[config.mk]
export PLATFORM = sky130hd
export DESIGN_NAME = acc_adc_ctrl
export DESIGN_NICKNAME = d
export VERILOG_FILES = /design/src/hdl/acc_pkg.sv /design/src/hdl/acc_adc_ctrl.sv
export SDC_FILE = /design/constraint.sdc
export NUM_CORES = 1
export LEC_CHECK = 0
export BUFFER_PORTS_ARGS = -buffer_cell sky130_fd_sc_hd__buf_2
export CAP_MARGIN = 30
export CORE_MARGIN = 2
export CORE_UTILIZATION = 55
export DETAILED_ROUTE_END_ITERATION = 6
export PLACE_DENSITY = 0.78
export SYNTH_ARGS = -nofsm -noshare
export SYNTH_HDL_FRONTEND = slang
export SYNTH_SLANG_ARGS = --single-unit
export TNS_END_PERCENT = 5
[constraint.sdc]
create_clock -name ref_clk_in -period 3.9 [get_ports ref_clk_in]
set_clock_uncertainty 0.1 [all_clocks]
set_input_delay 0.585 -clock ref_clk_in [delete_from_list [all_inputs] [get_ports ref_clk_in]]
set_output_delay 0.585 -clock ref_clk_in [all_outputs]
set_load 0.005 [all_outputs]
[src/hdl/acc_pkg.sv]
/*
 * Constants and types for the conversion controller: register offsets,
 * field positions, reset values, timing steps and the sequencer states.
 * Assumes a Wishbone byte address of eight bits, one 32-bit word per register.
 */
package acc_pkg;
	// ****************************************
	// Register byte offsets
	// ****************************************
	localparam logic [7:0] OFS_CONTROL = 8'h00; // Start command, write only
	localparam logic [7:0] OFS_MODE = 8'h04; // Mode register
	localparam logic [7:0] OFS_SEQ_ORDER = 8'h08; // Eight slot channels
	localparam logic [7:0] OFS_CH_ENABLE = 8'h10; // Write one to enable
	localparam logic [7:0] OFS_CH_DISABLE = 8'h14; // Write one to disable
	localparam logic [7:0] OFS_CH_STATUS = 8'h18; // Enabled channel set
	localparam logic [7:0] OFS_LAST_RESULT = 8'h20; // Shared result
	localparam logic [7:0] OFS_INT_ENABLE = 8'h24; // Interrupt enables
	localparam logic [7:0] OFS_INT_STATUS = 8'h30; // Flags, clears overrun
	localparam logic [7:0] OFS_OVERRUN = 8'h3C; // Channel overruns
	localparam logic [7:0] OFS_EXT_MODE = 8'h40; // Compare and tag
	localparam logic [7:0] OFS_CMP_WINDOW = 8'h44; // Thresholds
	localparam logic [7:0] OFS_CH_RESULT = 8'h50; // First of eight results
	// ****************************************
	// Field positions
	// ****************************************
	localparam int CR_START = 1;
	localparam int MR_TRG_ENABLE = 0;
	localparam int MR_TRG_SEL_LSB = 1; // Two bits
	localparam int MR_LOW_RES = 4;
	localparam int MR_SLEEP = 5;
	localparam int MR_FAST_WAKE = 6;
	localparam int MR_UNDIVIDED = 7;
	localparam int MR_DIVIDER_LSB = 8; // Eight bits
	localparam int MR_STARTUP_LSB = 16; // Four bits
	localparam int MR_DIV_BY_THREE = 20;
	localparam int MR_TRACK_LSB = 24; // Four bits
	localparam int MR_USER_SEQ = 31;
	localparam int EMR_CMP_SEL_LSB = 4; // Three bits
	localparam int EMR_CMP_ALL = 9;
	localparam int EMR_FILTER_LSB = 12; // Two bits
	localparam int EMR_TAG = 24;
	localparam int CWR_HIGH_LSB = 16; // Ten bits each
	localparam int ISR_DATA_READY = 24;
	localparam int ISR_GEN_OVERRUN = 25;
	localparam int ISR_CMP_EVENT = 26;
	localparam int LCDR_CHAN_LSB = 12; // Three bits
	// ****************************************
	// Reset values and timing
	// ****************************************
	localparam logic [31:0] MODE_RST = 32'h0000_0000; // Full resolution, no trigger
	localparam logic [31:0] SEQ_RST = 32'h7654_3210; // Identity order
	localparam logic [7:0] STARTUP_STEP = 8'h08; // Ticks per startup unit
	localparam logic [8:0] DIVIDE_BY_THREE_SELECT_PERIOD = 9'h002; // Three cycles minus one
	// ****************************************
	// Sequencer states, one-hot
	// ****************************************
	typedef enum logic [3:0] {
		S_IDLE = 4'b0001,
		S_WAKE = 4'b0010,
		S_TRACK = 4'b0100,
		S_CONV = 4'b1000
	} acc_fsm_t;
	// Whole controller state
	typedef struct packed {
		logic ack;
		logic [31:0] rdata;
		logic [31:0] mode;
		logic [31:0] emr;
		logic [31:0] seqr;
		logic [31:0] cwr;
		logic [31:0] ier;
		logic [7:0] chsr;
		logic [7:0][9:0] cdr;
		logic [9:0] ldata;
		logic [2:0] lchan;
		logic [7:0] eoc;
		logic [7:0] channel_overrun_flag;
		logic data_ready_flag;
		logic general_overrun_flag;
		logic compare_event_flag;
		logic [1:0] filt;
		logic [8:0] div_cnt;
		logic tick;
		logic [7:0] tmr;
		logic [2:0] slot;
		logic [2:0] cur_ch;
		logic cell_start;
		logic pwr;
		logic stby;
		logic dma;
		logic irq;
		logic [3:0] sync1;
		logic [3:0] sync2;
		logic trg_prev;
		acc_fsm_t fsm;
	} acc_state_t;
endpackage

[src/hdl/acc_adc_ctrl.sv]
/*
 * Conversion controller for an eight-input 10-bit successive-approximation
 * cell: prescaler, triggers, sequencer, results, flags, compare window.
 * Assumes the analog cell answers on ref_clk_in (done and data synchronous),
 * while timer outputs and the trigger pin are asynchronous.
 */
`timescale 1ns/10ps
module acc_adc_ctrl (
	input wire logic ref_clk_in,
	input wire logic rst_n_in,
	input wire logic wb_cyc_in,
	input wire logic wb_stb_in,
	input wire logic wb_we_in,
	input wire logic [7:0] wb_adr_in,
	input wire logic [3:0] wb_sel_in,
	input wire logic [31:0] wb_dat_in,
	output logic [31:0] wb_dat_out,
	output logic wb_ack_out,
	input wire logic [2:0] timer_waveform_output_in,
	input wire logic external_trigger_pin_in,
	input wire logic cell_done_in,
	input wire logic [9:0] cell_data_in,
	output logic cell_start_out,
	output logic [2:0] cell_channel_out,
	output logic cell_power_out,
	output logic cell_standby_out,
	output logic conversion_clock_tick_out,
	output logic dma_request_out,
	output logic irq_out
);
	// ****************************************
	// Helpers
	// ****************************************
	// Byte-lane merge for writes
	function automatic logic [31:0] merge(input logic [31:0] old, input logic [31:0] wd,
		input logic [3:0] sel);
		logic [31:0] r;
		r = old;
		for (int i = 0; i < 4; i++) begin
			if (sel[i]) begin
				r[i*8 +: 8] = wd[i*8 +: 8];
			end
		end
		return r;
	endfunction

	// First enabled slot at or after a start index; bit 3 says found
	function automatic logic [3:0] first_slot(input logic [7:0] mask, input logic [3:0] from);
		logic [3:0] r;
		r = 4'h0;
		for (int i = 7; i >= 0; i--) begin
			if (mask[i] && (4'(i) >= from)) begin
				r = {1'b1, 3'(i)};
			end
		end
		return r;
	endfunction

	// Address falls in the eight-word channel result window
	function automatic logic is_res(input logic [7:0] a);
		return (a >= acc_pkg::OFS_CH_RESULT) && (a < 8'(acc_pkg::OFS_CH_RESULT + 8'h20));
	endfunction

	// Channel index of a result address, counted from the window base
	function automatic logic [2:0] res_idx(input logic [7:0] a);
		logic [7:0] r;
		r = 8'(a - acc_pkg::OFS_CH_RESULT);
		return r[4:2];
	endfunction

	// Channel held by a slot: own index or programmed order
	function automatic logic [2:0] slot_chan(input logic [31:0] seqr, input logic user_sequence_enable,
		input logic [2:0] s);
		return user_sequence_enable ? seqr[{s, 2'b00} +: 3] : s;
	endfunction

	// Window test; mode 0 below, 1 above, 2 inside, 3 outside
	function automatic logic cmp_hit(input logic [9:0] d, input logic [9:0] lo,
		input logic [9:0] hi, input logic [1:0] m);
		logic r;
		case (m)
			2'd0: r = d < lo;
			2'd1: r = d > hi;
			2'd2: r = (d >= lo) && (d <= hi);
			default: r = (d < lo) || (d > hi);
		endcase
		return r;
	endfunction

	// ****************************************
	// State
	// ****************************************
	acc_pkg::acc_state_t st; // Registered state
	acc_pkg::acc_state_t next_st; // Its next value
	logic take; // Bus request accepted now
	logic rd_side; // Read accepted now
	logic [31:0] rd; // Read mux
	logic [8:0] period; // Divider reload
	logic [3:0] trg_src; // Synchronised sources
	logic trg_sel; // Selected source level
	logic trig; // Sequence request this cycle
	logic [3:0] nxt; // Next slot search
	logic [7:0] seq_mask; // Slots taking part
	logic [9:0] res; // Resolution-adjusted result
	logic [9:0] lo; // Scaled low threshold
	logic [9:0] hi; // Scaled high threshold
	logic [2:0] ch; // Channel completing
	logic [1:0] filt_lim; // Matches needed minus one
	logic [7:0] startup_ticks; // Wake wait
	logic [31:0] flags; // Status layout

	// ****************************************
	// Next-state logic
	// ****************************************
	always_comb begin
		next_st = st;
		rd = 32'h0000_0000;
		next_st.cell_start = 1'b0;
		next_st.dma = 1'b0;
		// Bus: one request, one registered ack
		take = wb_cyc_in && wb_stb_in && !st.ack;
		rd_side = take && !wb_we_in;
		next_st.ack = take;
		flags = {5'h00, st.compare_event_flag, st.general_overrun_flag, st.data_ready_flag, 16'h0000, st.eoc};
		// Read mux and write decode
		case (wb_adr_in)
			acc_pkg::OFS_MODE: rd = st.mode;
			acc_pkg::OFS_SEQ_ORDER: rd = st.seqr;
			acc_pkg::OFS_CH_STATUS: rd = {24'h00_0000, st.chsr};
			acc_pkg::OFS_LAST_RESULT: begin
				rd = {17'h0_0000, st.lchan, 2'b00, st.ldata};
				if (rd_side) begin
					next_st.data_ready_flag = 1'b0;
				end
			end
			acc_pkg::OFS_INT_ENABLE: rd = st.ier;
			acc_pkg::OFS_INT_STATUS: begin
				rd = flags;
				if (rd_side) begin
					next_st.general_overrun_flag = 1'b0;
					next_st.compare_event_flag = 1'b0;
					next_st.filt = 2'b00;
				end
			end
			acc_pkg::OFS_OVERRUN: begin
				rd = {24'h00_0000, st.channel_overrun_flag};
				if (rd_side) begin
					next_st.channel_overrun_flag = 8'h00;
				end
			end
			acc_pkg::OFS_EXT_MODE: rd = st.emr;
			acc_pkg::OFS_CMP_WINDOW: rd = st.cwr;
			default: begin
				// Eight channel results; anything else reads zero
				if (is_res(wb_adr_in)) begin
					rd = {22'h00_0000, st.cdr[res_idx(wb_adr_in)]};
				end
			end
		endcase
		// Result read clears its end flag
		if (rd_side && is_res(wb_adr_in)) begin
			next_st.eoc[res_idx(wb_adr_in)] = 1'b0;
		end
		if (take) begin
			next_st.rdata = wb_we_in ? 32'h0000_0000 : rd;
		end
		if (take && wb_we_in) begin
			case (wb_adr_in)
				acc_pkg::OFS_MODE: next_st.mode = merge(st.mode, wb_dat_in, wb_sel_in);
				acc_pkg::OFS_SEQ_ORDER: next_st.seqr = merge(st.seqr, wb_dat_in, wb_sel_in);
				acc_pkg::OFS_CH_ENABLE: begin
					if (wb_sel_in[0]) begin
						next_st.chsr = st.chsr | wb_dat_in[7:0];
					end
				end
				acc_pkg::OFS_CH_DISABLE: begin
					if (wb_sel_in[0]) begin
						next_st.chsr = st.chsr & ~wb_dat_in[7:0];
					end
				end
				acc_pkg::OFS_INT_ENABLE: next_st.ier = merge(st.ier, wb_dat_in, wb_sel_in);
				acc_pkg::OFS_EXT_MODE: next_st.emr = merge(st.emr, wb_dat_in, wb_sel_in);
				acc_pkg::OFS_CMP_WINDOW: next_st.cwr = merge(st.cwr, wb_dat_in, wb_sel_in);
				default: ;
			endcase
		end
		// Prescaler: undivided, by three, or 2*(field+1)
		if (st.mode[acc_pkg::MR_UNDIVIDED]) begin
			period = 9'h000;
		end else if (st.mode[acc_pkg::MR_DIV_BY_THREE]) begin
			period = acc_pkg::DIVIDE_BY_THREE_SELECT_PERIOD;
		end else begin
			period = {st.mode[acc_pkg::MR_DIVIDER_LSB +: 8], 1'b1};
		end
		next_st.tick = (st.div_cnt >= period);
		next_st.div_cnt = next_st.tick ? 9'h000 : 9'(st.div_cnt + 9'h001);
		// Trigger pins: two flops, then edge on the second
		next_st.sync1 = {external_trigger_pin_in, timer_waveform_output_in};
		next_st.sync2 = st.sync1;
		trg_src = st.sync2;
		trg_sel = trg_src[st.mode[acc_pkg::MR_TRG_SEL_LSB +: 2]];
		next_st.trg_prev = trg_sel;
		trig = st.mode[acc_pkg::MR_TRG_ENABLE] ? (trg_sel && !st.trg_prev) : 1'b0;
		if (take && wb_we_in && wb_adr_in == acc_pkg::OFS_CONTROL && wb_sel_in[0]
			&& wb_dat_in[acc_pkg::CR_START]) begin
			trig = 1'b1;
		end
		// Slot set: every slot gated by its enable bit
		seq_mask = st.chsr;
		nxt = first_slot(seq_mask, {1'b0, st.slot} + 4'h1);
		startup_ticks = 8'(st.mode[acc_pkg::MR_STARTUP_LSB +: 4] * acc_pkg::STARTUP_STEP);
		// Result shaping and compare thresholds
		ch = st.cur_ch;
		res = st.mode[acc_pkg::MR_LOW_RES] ? {2'b00, cell_data_in[9:2]} : cell_data_in;
		lo = st.cwr[9:0];
		hi = st.cwr[acc_pkg::CWR_HIGH_LSB +: 10];
		if (st.mode[acc_pkg::MR_LOW_RES]) begin
			lo = {2'b00, lo[9:2]};
			hi = {2'b00, hi[9:2]};
		end
		filt_lim = st.emr[acc_pkg::EMR_FILTER_LSB +: 2];
		// Sequencer
		case (st.fsm)
			acc_pkg::S_IDLE: begin
				// Requests while busy are simply not seen here
				if (trig && first_slot(seq_mask, 4'h0) != 4'h0) begin
					next_st.slot = first_slot(seq_mask, 4'h0)[2:0];
					next_st.tmr = 8'h00;
					next_st.fsm = st.mode[acc_pkg::MR_SLEEP] ? acc_pkg::S_WAKE : acc_pkg::S_TRACK;
				end
			end
			acc_pkg::S_WAKE: begin
				if (st.tmr >= startup_ticks) begin
					next_st.tmr = 8'h00;
					next_st.fsm = acc_pkg::S_TRACK;
				end else if (st.tick) begin
					next_st.tmr = 8'(st.tmr + 8'h01);
				end
			end
			acc_pkg::S_TRACK: begin
				if (st.tmr >= {4'h0, st.mode[acc_pkg::MR_TRACK_LSB +: 4]}) begin
					next_st.cell_start = 1'b1;
					next_st.cur_ch = slot_chan(st.seqr, st.mode[acc_pkg::MR_USER_SEQ], st.slot);
					next_st.tmr = 8'h00;
					next_st.fsm = acc_pkg::S_CONV;
				end else if (st.tick) begin
					next_st.tmr = 8'(st.tmr + 8'h01);
				end
			end
			acc_pkg::S_CONV: begin
				// Next channel already tracking; long tracking carries on after
				if (st.tick && st.tmr != 8'hFF) begin
					next_st.tmr = 8'(st.tmr + 8'h01);
				end
				if (cell_done_in) begin
					next_st.cdr[ch] = res;
					next_st.ldata = res;
					next_st.lchan = st.emr[acc_pkg::EMR_TAG] ? ch : 3'h0;
					next_st.eoc[ch] = 1'b1;
					next_st.data_ready_flag = 1'b1;
					// Asks for a transfer when ready was clear, or when the shared result is read in this same cycle
					next_st.dma = !st.data_ready_flag
						|| (rd_side && wb_adr_in == acc_pkg::OFS_LAST_RESULT);
					if (st.eoc[ch]) begin
						next_st.channel_overrun_flag[ch] = 1'b1;
					end
					if (st.data_ready_flag) begin
						next_st.general_overrun_flag = 1'b1;
					end
					if ((st.emr[acc_pkg::EMR_CMP_ALL]
						|| ch == st.emr[acc_pkg::EMR_CMP_SEL_LSB +: 3])) begin
						if (cmp_hit(res, lo, hi, st.emr[1:0])) begin
							if (next_st.filt >= filt_lim) begin
								next_st.compare_event_flag = 1'b1;
								next_st.filt = 2'b00;
							end else begin
								next_st.filt = 2'(next_st.filt + 2'b01);
							end
						end else begin
							next_st.filt = 2'b00;
						end
					end
					if (nxt[3]) begin
						next_st.slot = nxt[2:0];
						next_st.fsm = acc_pkg::S_TRACK;
					end else begin
						next_st.fsm = acc_pkg::S_IDLE;
					end
				end
			end
			default: next_st.fsm = acc_pkg::S_IDLE;
		endcase
		// Cell power: off in sleep when idle, partial with fast wakeup
		next_st.pwr = !st.mode[acc_pkg::MR_SLEEP] || next_st.fsm != acc_pkg::S_IDLE;
		next_st.stby = !next_st.pwr && st.mode[acc_pkg::MR_FAST_WAKE];
		next_st.irq = |({5'h00, next_st.compare_event_flag, next_st.general_overrun_flag, next_st.data_ready_flag, 16'h0000,
			next_st.eoc} & st.ier);
	end

	// ****************************************
	// State register
	// ****************************************
	always_ff @(posedge ref_clk_in) begin
		if (!rst_n_in) begin
			st <= '0;
			st.mode <= acc_pkg::MODE_RST;
			st.seqr <= acc_pkg::SEQ_RST;
			st.pwr <= 1'b1;
			st.fsm <= acc_pkg::S_IDLE;
		end else begin
			st <= next_st;
		end
	end

	// ****************************************
	// Outputs from flops; the cell channel is muxed from slot and order
	// ****************************************
	assign wb_dat_out = st.rdata;
	assign wb_ack_out = st.ack;
	assign cell_start_out = st.cell_start;
	assign cell_channel_out = slot_chan(st.seqr, st.mode[acc_pkg::MR_USER_SEQ], st.slot);
	assign cell_power_out = st.pwr;
	assign cell_standby_out = st.stby;
	assign conversion_clock_tick_out = st.tick;
	assign dma_request_out = st.dma;
	assign irq_out = st.irq;
endmodule // acc_adc_ctrl

# Yosys cells after proc, flatten, opt, wreduce, memory -nomap -nowiden
# Cells that the tools add are included.
# word_totals
regBits,357
in_bits,64
output_inout_bits,42
elab_cells,269
# classes
add_sub_neg,5
order_cmp,23
n_eq_ne,26
n_shift,1
muxes,82
bitwise_logic,9
n_reduce_logical,70
# op_table
operator,count
$pmux W32 S9,1
$mux W4,23
$bwmux W80,1
$mux W8,10
$reduce_and A3 Y1,22
$mux W10,6
$mux W21,2
$and A27 B32 Y32,1
$eq A8 B6 Y1 const B,4
$mux W32,1
$pmux W8 S4,1
$reduce_or A32 Y1,1
$shiftx A32 B6 Y3,1
$bmux W10 S3,1
$demux W10 S3,1
$logic_and A1 B1 Y1,25
$eq A8 B5 Y1 const B,3
$or A8 B8 Y8,3
$mux W3,7
$mux W9,2
$and A8 B8 Y8,2
$eq A8 B7 Y1 const B,2
$ge A3 B4 Y1 const A,4
$not A8 Y8,2
52 further kinds,90

# Depth between registers and ports, before layout
# logic_depth
word_depth,18
ltp_mapped,12

# Worst setup path before layout
# OpenSTA, ideal clock, no wires.
# synth_path
path_type,reg2reg
from,register st[296] (netlist bit)
to,register st[43] (netlist bit)
setup_time_ns,0.134
arrival_time_ns,3.267
t_required_ns,3.666
slack_ns,0.399
stages_incl_launch_ff,13
synth_period_minus_slack_ns,3.501
path_cell_list,dfxtp_1 > clkbuf_1 > clkbuf_1 > mux2i_1 > inv_1 > ha_1 > a21oi_1 > o21ai_0 > a2111oi_0 > a31oi_1 > a211o_1 > o21ai_0 > o21ai_0
# synth_via
elab_chain_len,11
elab_cells_between_ends,17
classes_between,4 x order compare; 11 x mux; 2 x reduce/logical
# synth_rtl
item,line_no,text
start: declaration,acc_adc_ctrl.sv:93,acc_pkg::acc_state_t st;
start signal: assignment,acc_adc_ctrl.sv:311,st <= next_st;
$mux W10 *,acc_adc_ctrl.sv:214,"res = st.mode[acc_pkg::MR_LOW_RES] ? {2'b00, cell_data_in[9:2]} : cell_data_in;"
named net res[5],acc_adc_ctrl.sv:104,logic [9:0] res;
$lt A10 B10 Y1 (tied with other cells),"acc_adc_ctrl.sv:82, acc_adc_ctrl.sv:85",
$logic_or A1 B1 Y1 / $logic_and A1 B1 Y1 (equally long branches),"acc_adc_ctrl.sv:85, acc_adc_ctrl.sv:84",
$pmux W1 S3 *,acc_adc_ctrl.sv:81,case (m)
$mux W1 *,acc_adc_ctrl.sv:270,if ((st.emr[acc_pkg::EMR_CMP_ALL]
$mux W1 *,acc_adc_ctrl.sv:255,if (cell_done_in) begin
$mux W1 *,acc_adc_ctrl.sv:223,case (st.fsm)
$mux W2 *,acc_adc_ctrl.sv:272,"if (cmp_hit(res, lo, hi, st.emr[1:0])) begin"
$mux W3 *,acc_adc_ctrl.sv:270,
$mux W21 *,acc_adc_ctrl.sv:255,
$mux W21 *,acc_adc_ctrl.sv:223,
# Mark *: on every way through the listed nets, which the timed path passes. The rest lies on a longest branch. The select of a mux whose other input is x is not followed.
# A chain may end at the register's enable or synchronous reset.

# Worst setup path in the final report
# layout_path
from,register st[296] (netlist bit)
to,register st[43] (netlist bit)
# layout_via
elab_chain_len,11
elab_cells_between_ends,17
classes_between,4 x order compare; 11 x mux; 2 x reduce/logical
# layout_rtl
item,line_no
$mux W10 (on tied branches),"acc_adc_ctrl.sv:214, acc_adc_ctrl.sv:217"
$lt A10 B10 Y1 (tied with other cells),"acc_adc_ctrl.sv:82, acc_adc_ctrl.sv:85"
$logic_or A1 B1 Y1 / $logic_and A1 B1 Y1 (equally long branches),"acc_adc_ctrl.sv:85, acc_adc_ctrl.sv:84"
$pmux W1 S3 *,acc_adc_ctrl.sv:81
$mux W1 *,acc_adc_ctrl.sv:270
$mux W1 *,acc_adc_ctrl.sv:255
$mux W1 *,acc_adc_ctrl.sv:223
$mux W2 *,acc_adc_ctrl.sv:272
$mux W3 *,acc_adc_ctrl.sv:270
$mux W21 *,acc_adc_ctrl.sv:255
$mux W21 *,acc_adc_ctrl.sv:223
# Mark *: on every way between the ends. The rest lies on a longest branch, timed or not. The select of a mux whose other input is x is not followed.

==> flow_summary.ini <==
[drt]
postRouteAntennaNets = 0
wire_per_inst_um = 22.1
finalWirelength_um = 53900
drtPass1Iterations = 7
via_per_inst = 6.49
drc = 10
vias = 15846
dr.first_iter.drc_count = 2321

[floorplanning]
num_io_pins = 106
rows = 64
die_h_um = 179
die_w_um = 179
die_area_sq_um = 32000
coreArea_sq_um = 30300
initial_core_util_pct = 55.4

[global_routing]
grt_usage_pct = 33.0
overflow = 0
grt_max_degree = 123
grt_pass1_vias = 14514
grt_pass1_wl_um = 82000
antenna_found_initial = 1

[timing]
finalHoldViolCount = 0
rsz0062_at_grt = false
finalSetupViolations = 0
fmax_mhz = 285
post-route-period-util_pct = 90.0
finalSetupTns_ns = 0
max-slew-margin-rel_pct = 33.1
max_slew.worst_pin.slew_ns = 1.00
whs_ns = 0.177
finalWorstPathRequiredPeriod_ns = 3.51
setup_ws_ns = 0.391
drv_slew = 0

[setup_path]
critPathRequiredTime_ns = 4.19
crit_family = compound AO/OA/AOI/OAI gates
cp.arrival_ns = 3.80
startpoint_type = flop
crit_fanout = 11
critPathKind = flop to flop
worst_path_max_delay_cell = nor2b_1
critPathMaxStageDelay_ns = 0.78
path_common_cell = o21ai_0
crit_buf_inv = 0
cp_cell_sequence = nor2b_1, ha_1, nand4_1, a211oi_1, a2111oi_0, a31oi_1, a211o_1, o21ai_0, o21ai_0
cp-end-kind = flop

[logic_synthesis]
avgSynthCellArea_sq_um = 8.51
synth.cell_area_sq_um = 16800
ys_async_sr_fraction_pct = 0
synth_edf_count = 0
yosysTopAreaCell = dfxtp_1
yosys.area_share.simple_pct = 18.8
yosysWarnings = 0
ys_seq_area_share_pct = 42.5
synth_fa_ha_area_share_pct = 3.35
ys_ff_latch = 357
syn-instance-count = 1977
synth-xor-area-share_pct = 0.729
synth_top_family_by_area = compound AO/OA/AOI/OAI gates
synthMuxAreaShare_pct = 7.95
post-synth-top-area-fraction_pct = 42.5
ys.flop_type = dfxtp_1
ys_types = 80
synth-compound-area-share_pct = 21.4
syn_nets = 2086
yosys-top-cells-area = dfxtp_1 (42%), nand2_1 (6.7%), a21oi_1 (5.6%), nor2_1 (5.0%), mux2i_1 (3.9%)

[clocking]
ctsRootBufferMaster = clkbuf_16
clock_latency_ns = 0.54
cts-resized-gates = 0
cts_buffer_depth = 3
cts_tree = done
numClockSinks = 357
postCtsSetupBuffers = 0
cts-htree-levels = 2
clkTransAtPathRegs_ns = 0.06
holdBufCountCts = 0
cts_made_buffers = 38

[run_status]
run_status = complete, but fails checks
failed_checks = design-rule violations

[power]
vdd_drop_max_mv = 0.258
cellPowerDensity_nw_per_um2 = 409
leakage_nw = 6.67

[place]
dp_hpwl_um = 37800
place_ws_ns = 0.0576
gp_congestion = 1.01
place_area_sq_um = 17600
io_buffers = 105

[layout]
postLayoutCellArea_sq_um = 18800
nFillCells = 2545
multi_input_area_sq_um = 8810
finalNetCount = 2126
area_delta_synth_final_pct = 11.9
drive_above_1_share_pct = 13.9
seq_area_sq_um = 7150

[worst_hold_path]
min_path_type = input port to flop

[flow_run]
cap_violations = 0
-- layout by cell type, fill, tap and decap left out, types with 8 or more instances in the layout --
| cell | netlist | final |
|---|---|---|
| a211oi_1 | 69 | 69 |
| a21oi_1 | 188 | 188 |
| a222oi_1 | 40 | 40 |
| a22o_1 | 11 | 11 |
| a22oi_1 | 62 | 62 |
| a311oi_1 | 10 | 10 |
| a31oi_1 | 12 | 12 |
| and2_1 | 17 | 17 |
| buf_2 | 7 | 105 |
| buf_4 | 32 | 53 |
| clkbuf_1 | 111 | 8 |
| clkbuf_16 | 0 | 38 |
| clkbuf_8 | 0 | 12 |
| dfxtp_1 | 357 | 357 |
| ha_1 | 45 | 45 |
| inv_1 | 38 | 38 |
| mux2i_1 | 66 | 66 |
| mux4_2 | 29 | 29 |
| nand2_1 | 300 | 300 |
| nand2b_1 | 20 | 20 |
| nand3_1 | 54 | 54 |
| nand4_1 | 12 | 12 |
| nor2_1 | 222 | 220 |
| nor2b_1 | 11 | 11 |
| nor3_1 | 21 | 18 |
| o211ai_1 | 9 | 9 |
| o21ai_0 | 111 | 111 |
| xor2_1 | 9 | 9 |
-- cells by family after synthesis --
family,after synthesis
XOR/XNOR,14
buffers and inverters,200
AND/OR/NAND/NOR,708
multiplexers,97
AO/OA/AOI/OAI,556
adder cells (fa/ha/maj),45
flip-flops,357
-- synth_stat cells (4+ instances only) --
cell type	number
a22oi_1	62
a311oi_1	10
a22o_1	11
inv_1	38
clkbuf_1	111
nor2b_1	11
o31ai_1	4
o22ai_1	6
ha_1	45
nand2b_1	20
and2_1	17
a222oi_1	40
a31oi_1	12
buf_2	7
buf_1	9
mux2i_1	66
nor3_1	21
and3_1	6
mux4_2	29
xor2_1	9
nor3_2	4
nor2_1	222
xnor2_1	5
buf_4	32
nand3_1	54
a21oi_1	188
dfxtp_1	357
nor4_1	4
a211oi_1	69
nand4_1	12
or2_2	6
o211ai_1	9
o21ai_0	111
nand2_1	300
-- layer usage --
metal | global-route usage [%] | vias to the layer above | routed length (um)
met5 | 0 | - | 9
met4 | 13.2 | 2 | 2060
met3 | 7.42 | 148 | 5960
met2 | 49.2 | 928 | 23500
met1 | 46.3 | 7586 | 22300
li1 | - | 7182 | -
-- metrics by stage --
stage,utilization (%),instances,power [mW]
6_report,62.0,2441,7.69
5_1_grt,62.0,2440,7.87
4_1_cts,62.0,2439,7.69
3_5_place_dp,57.9,2372,4.18
3_3_place_gp,57.9,2371,4.17
2_1_floorplan,-,1977,4.01
-- flip-flops by register name (all words and copies together), names as in the netlist, 2 cells and up, named ones only --
register,cells
ch,3
flags,11
st,286
filt_lim,2
wb_dat_out,32
trg_src,4
next_st,4
-- final timing paths --
kind                                                  start    endpoint  slack [ns]  depth (start not counted)
worst min-delay path            timer_waveform_output_in[1]  next_st[6]        0.18                          2
worst min register to register                   next_st[5]  trg_src[0]        0.34                          1
worst max register to register                      st[296]      st[43]        0.39                          9
worst max-delay path                                st[296]      st[43]        0.39                          9
-- area by class of cell --
type	instances	share of cell area, %
Tap cell	396	2.63
Clock inverter	9	0.512
Timing Repair Buffer	161	5.18
Multi-Input combinational cell	1420	46.8
Clock buffer	58	6.09
Antenna cell	1	0.0133
Inverter	39	0.818
Sequential cell	357	38.0
-- report_power, final --
group	internal, mW	leakage, nW	total (mW)	switching [mW]
Combinational	0.131	3.18	0.411	0.281
Clock	2.10	0.614	3.58	1.48
Sequential	3.67	2.88	3.69	0.0279
Total	5.90	6.67	7.69	1.79
Note: power is estimated with default switching activity, not from simulation.
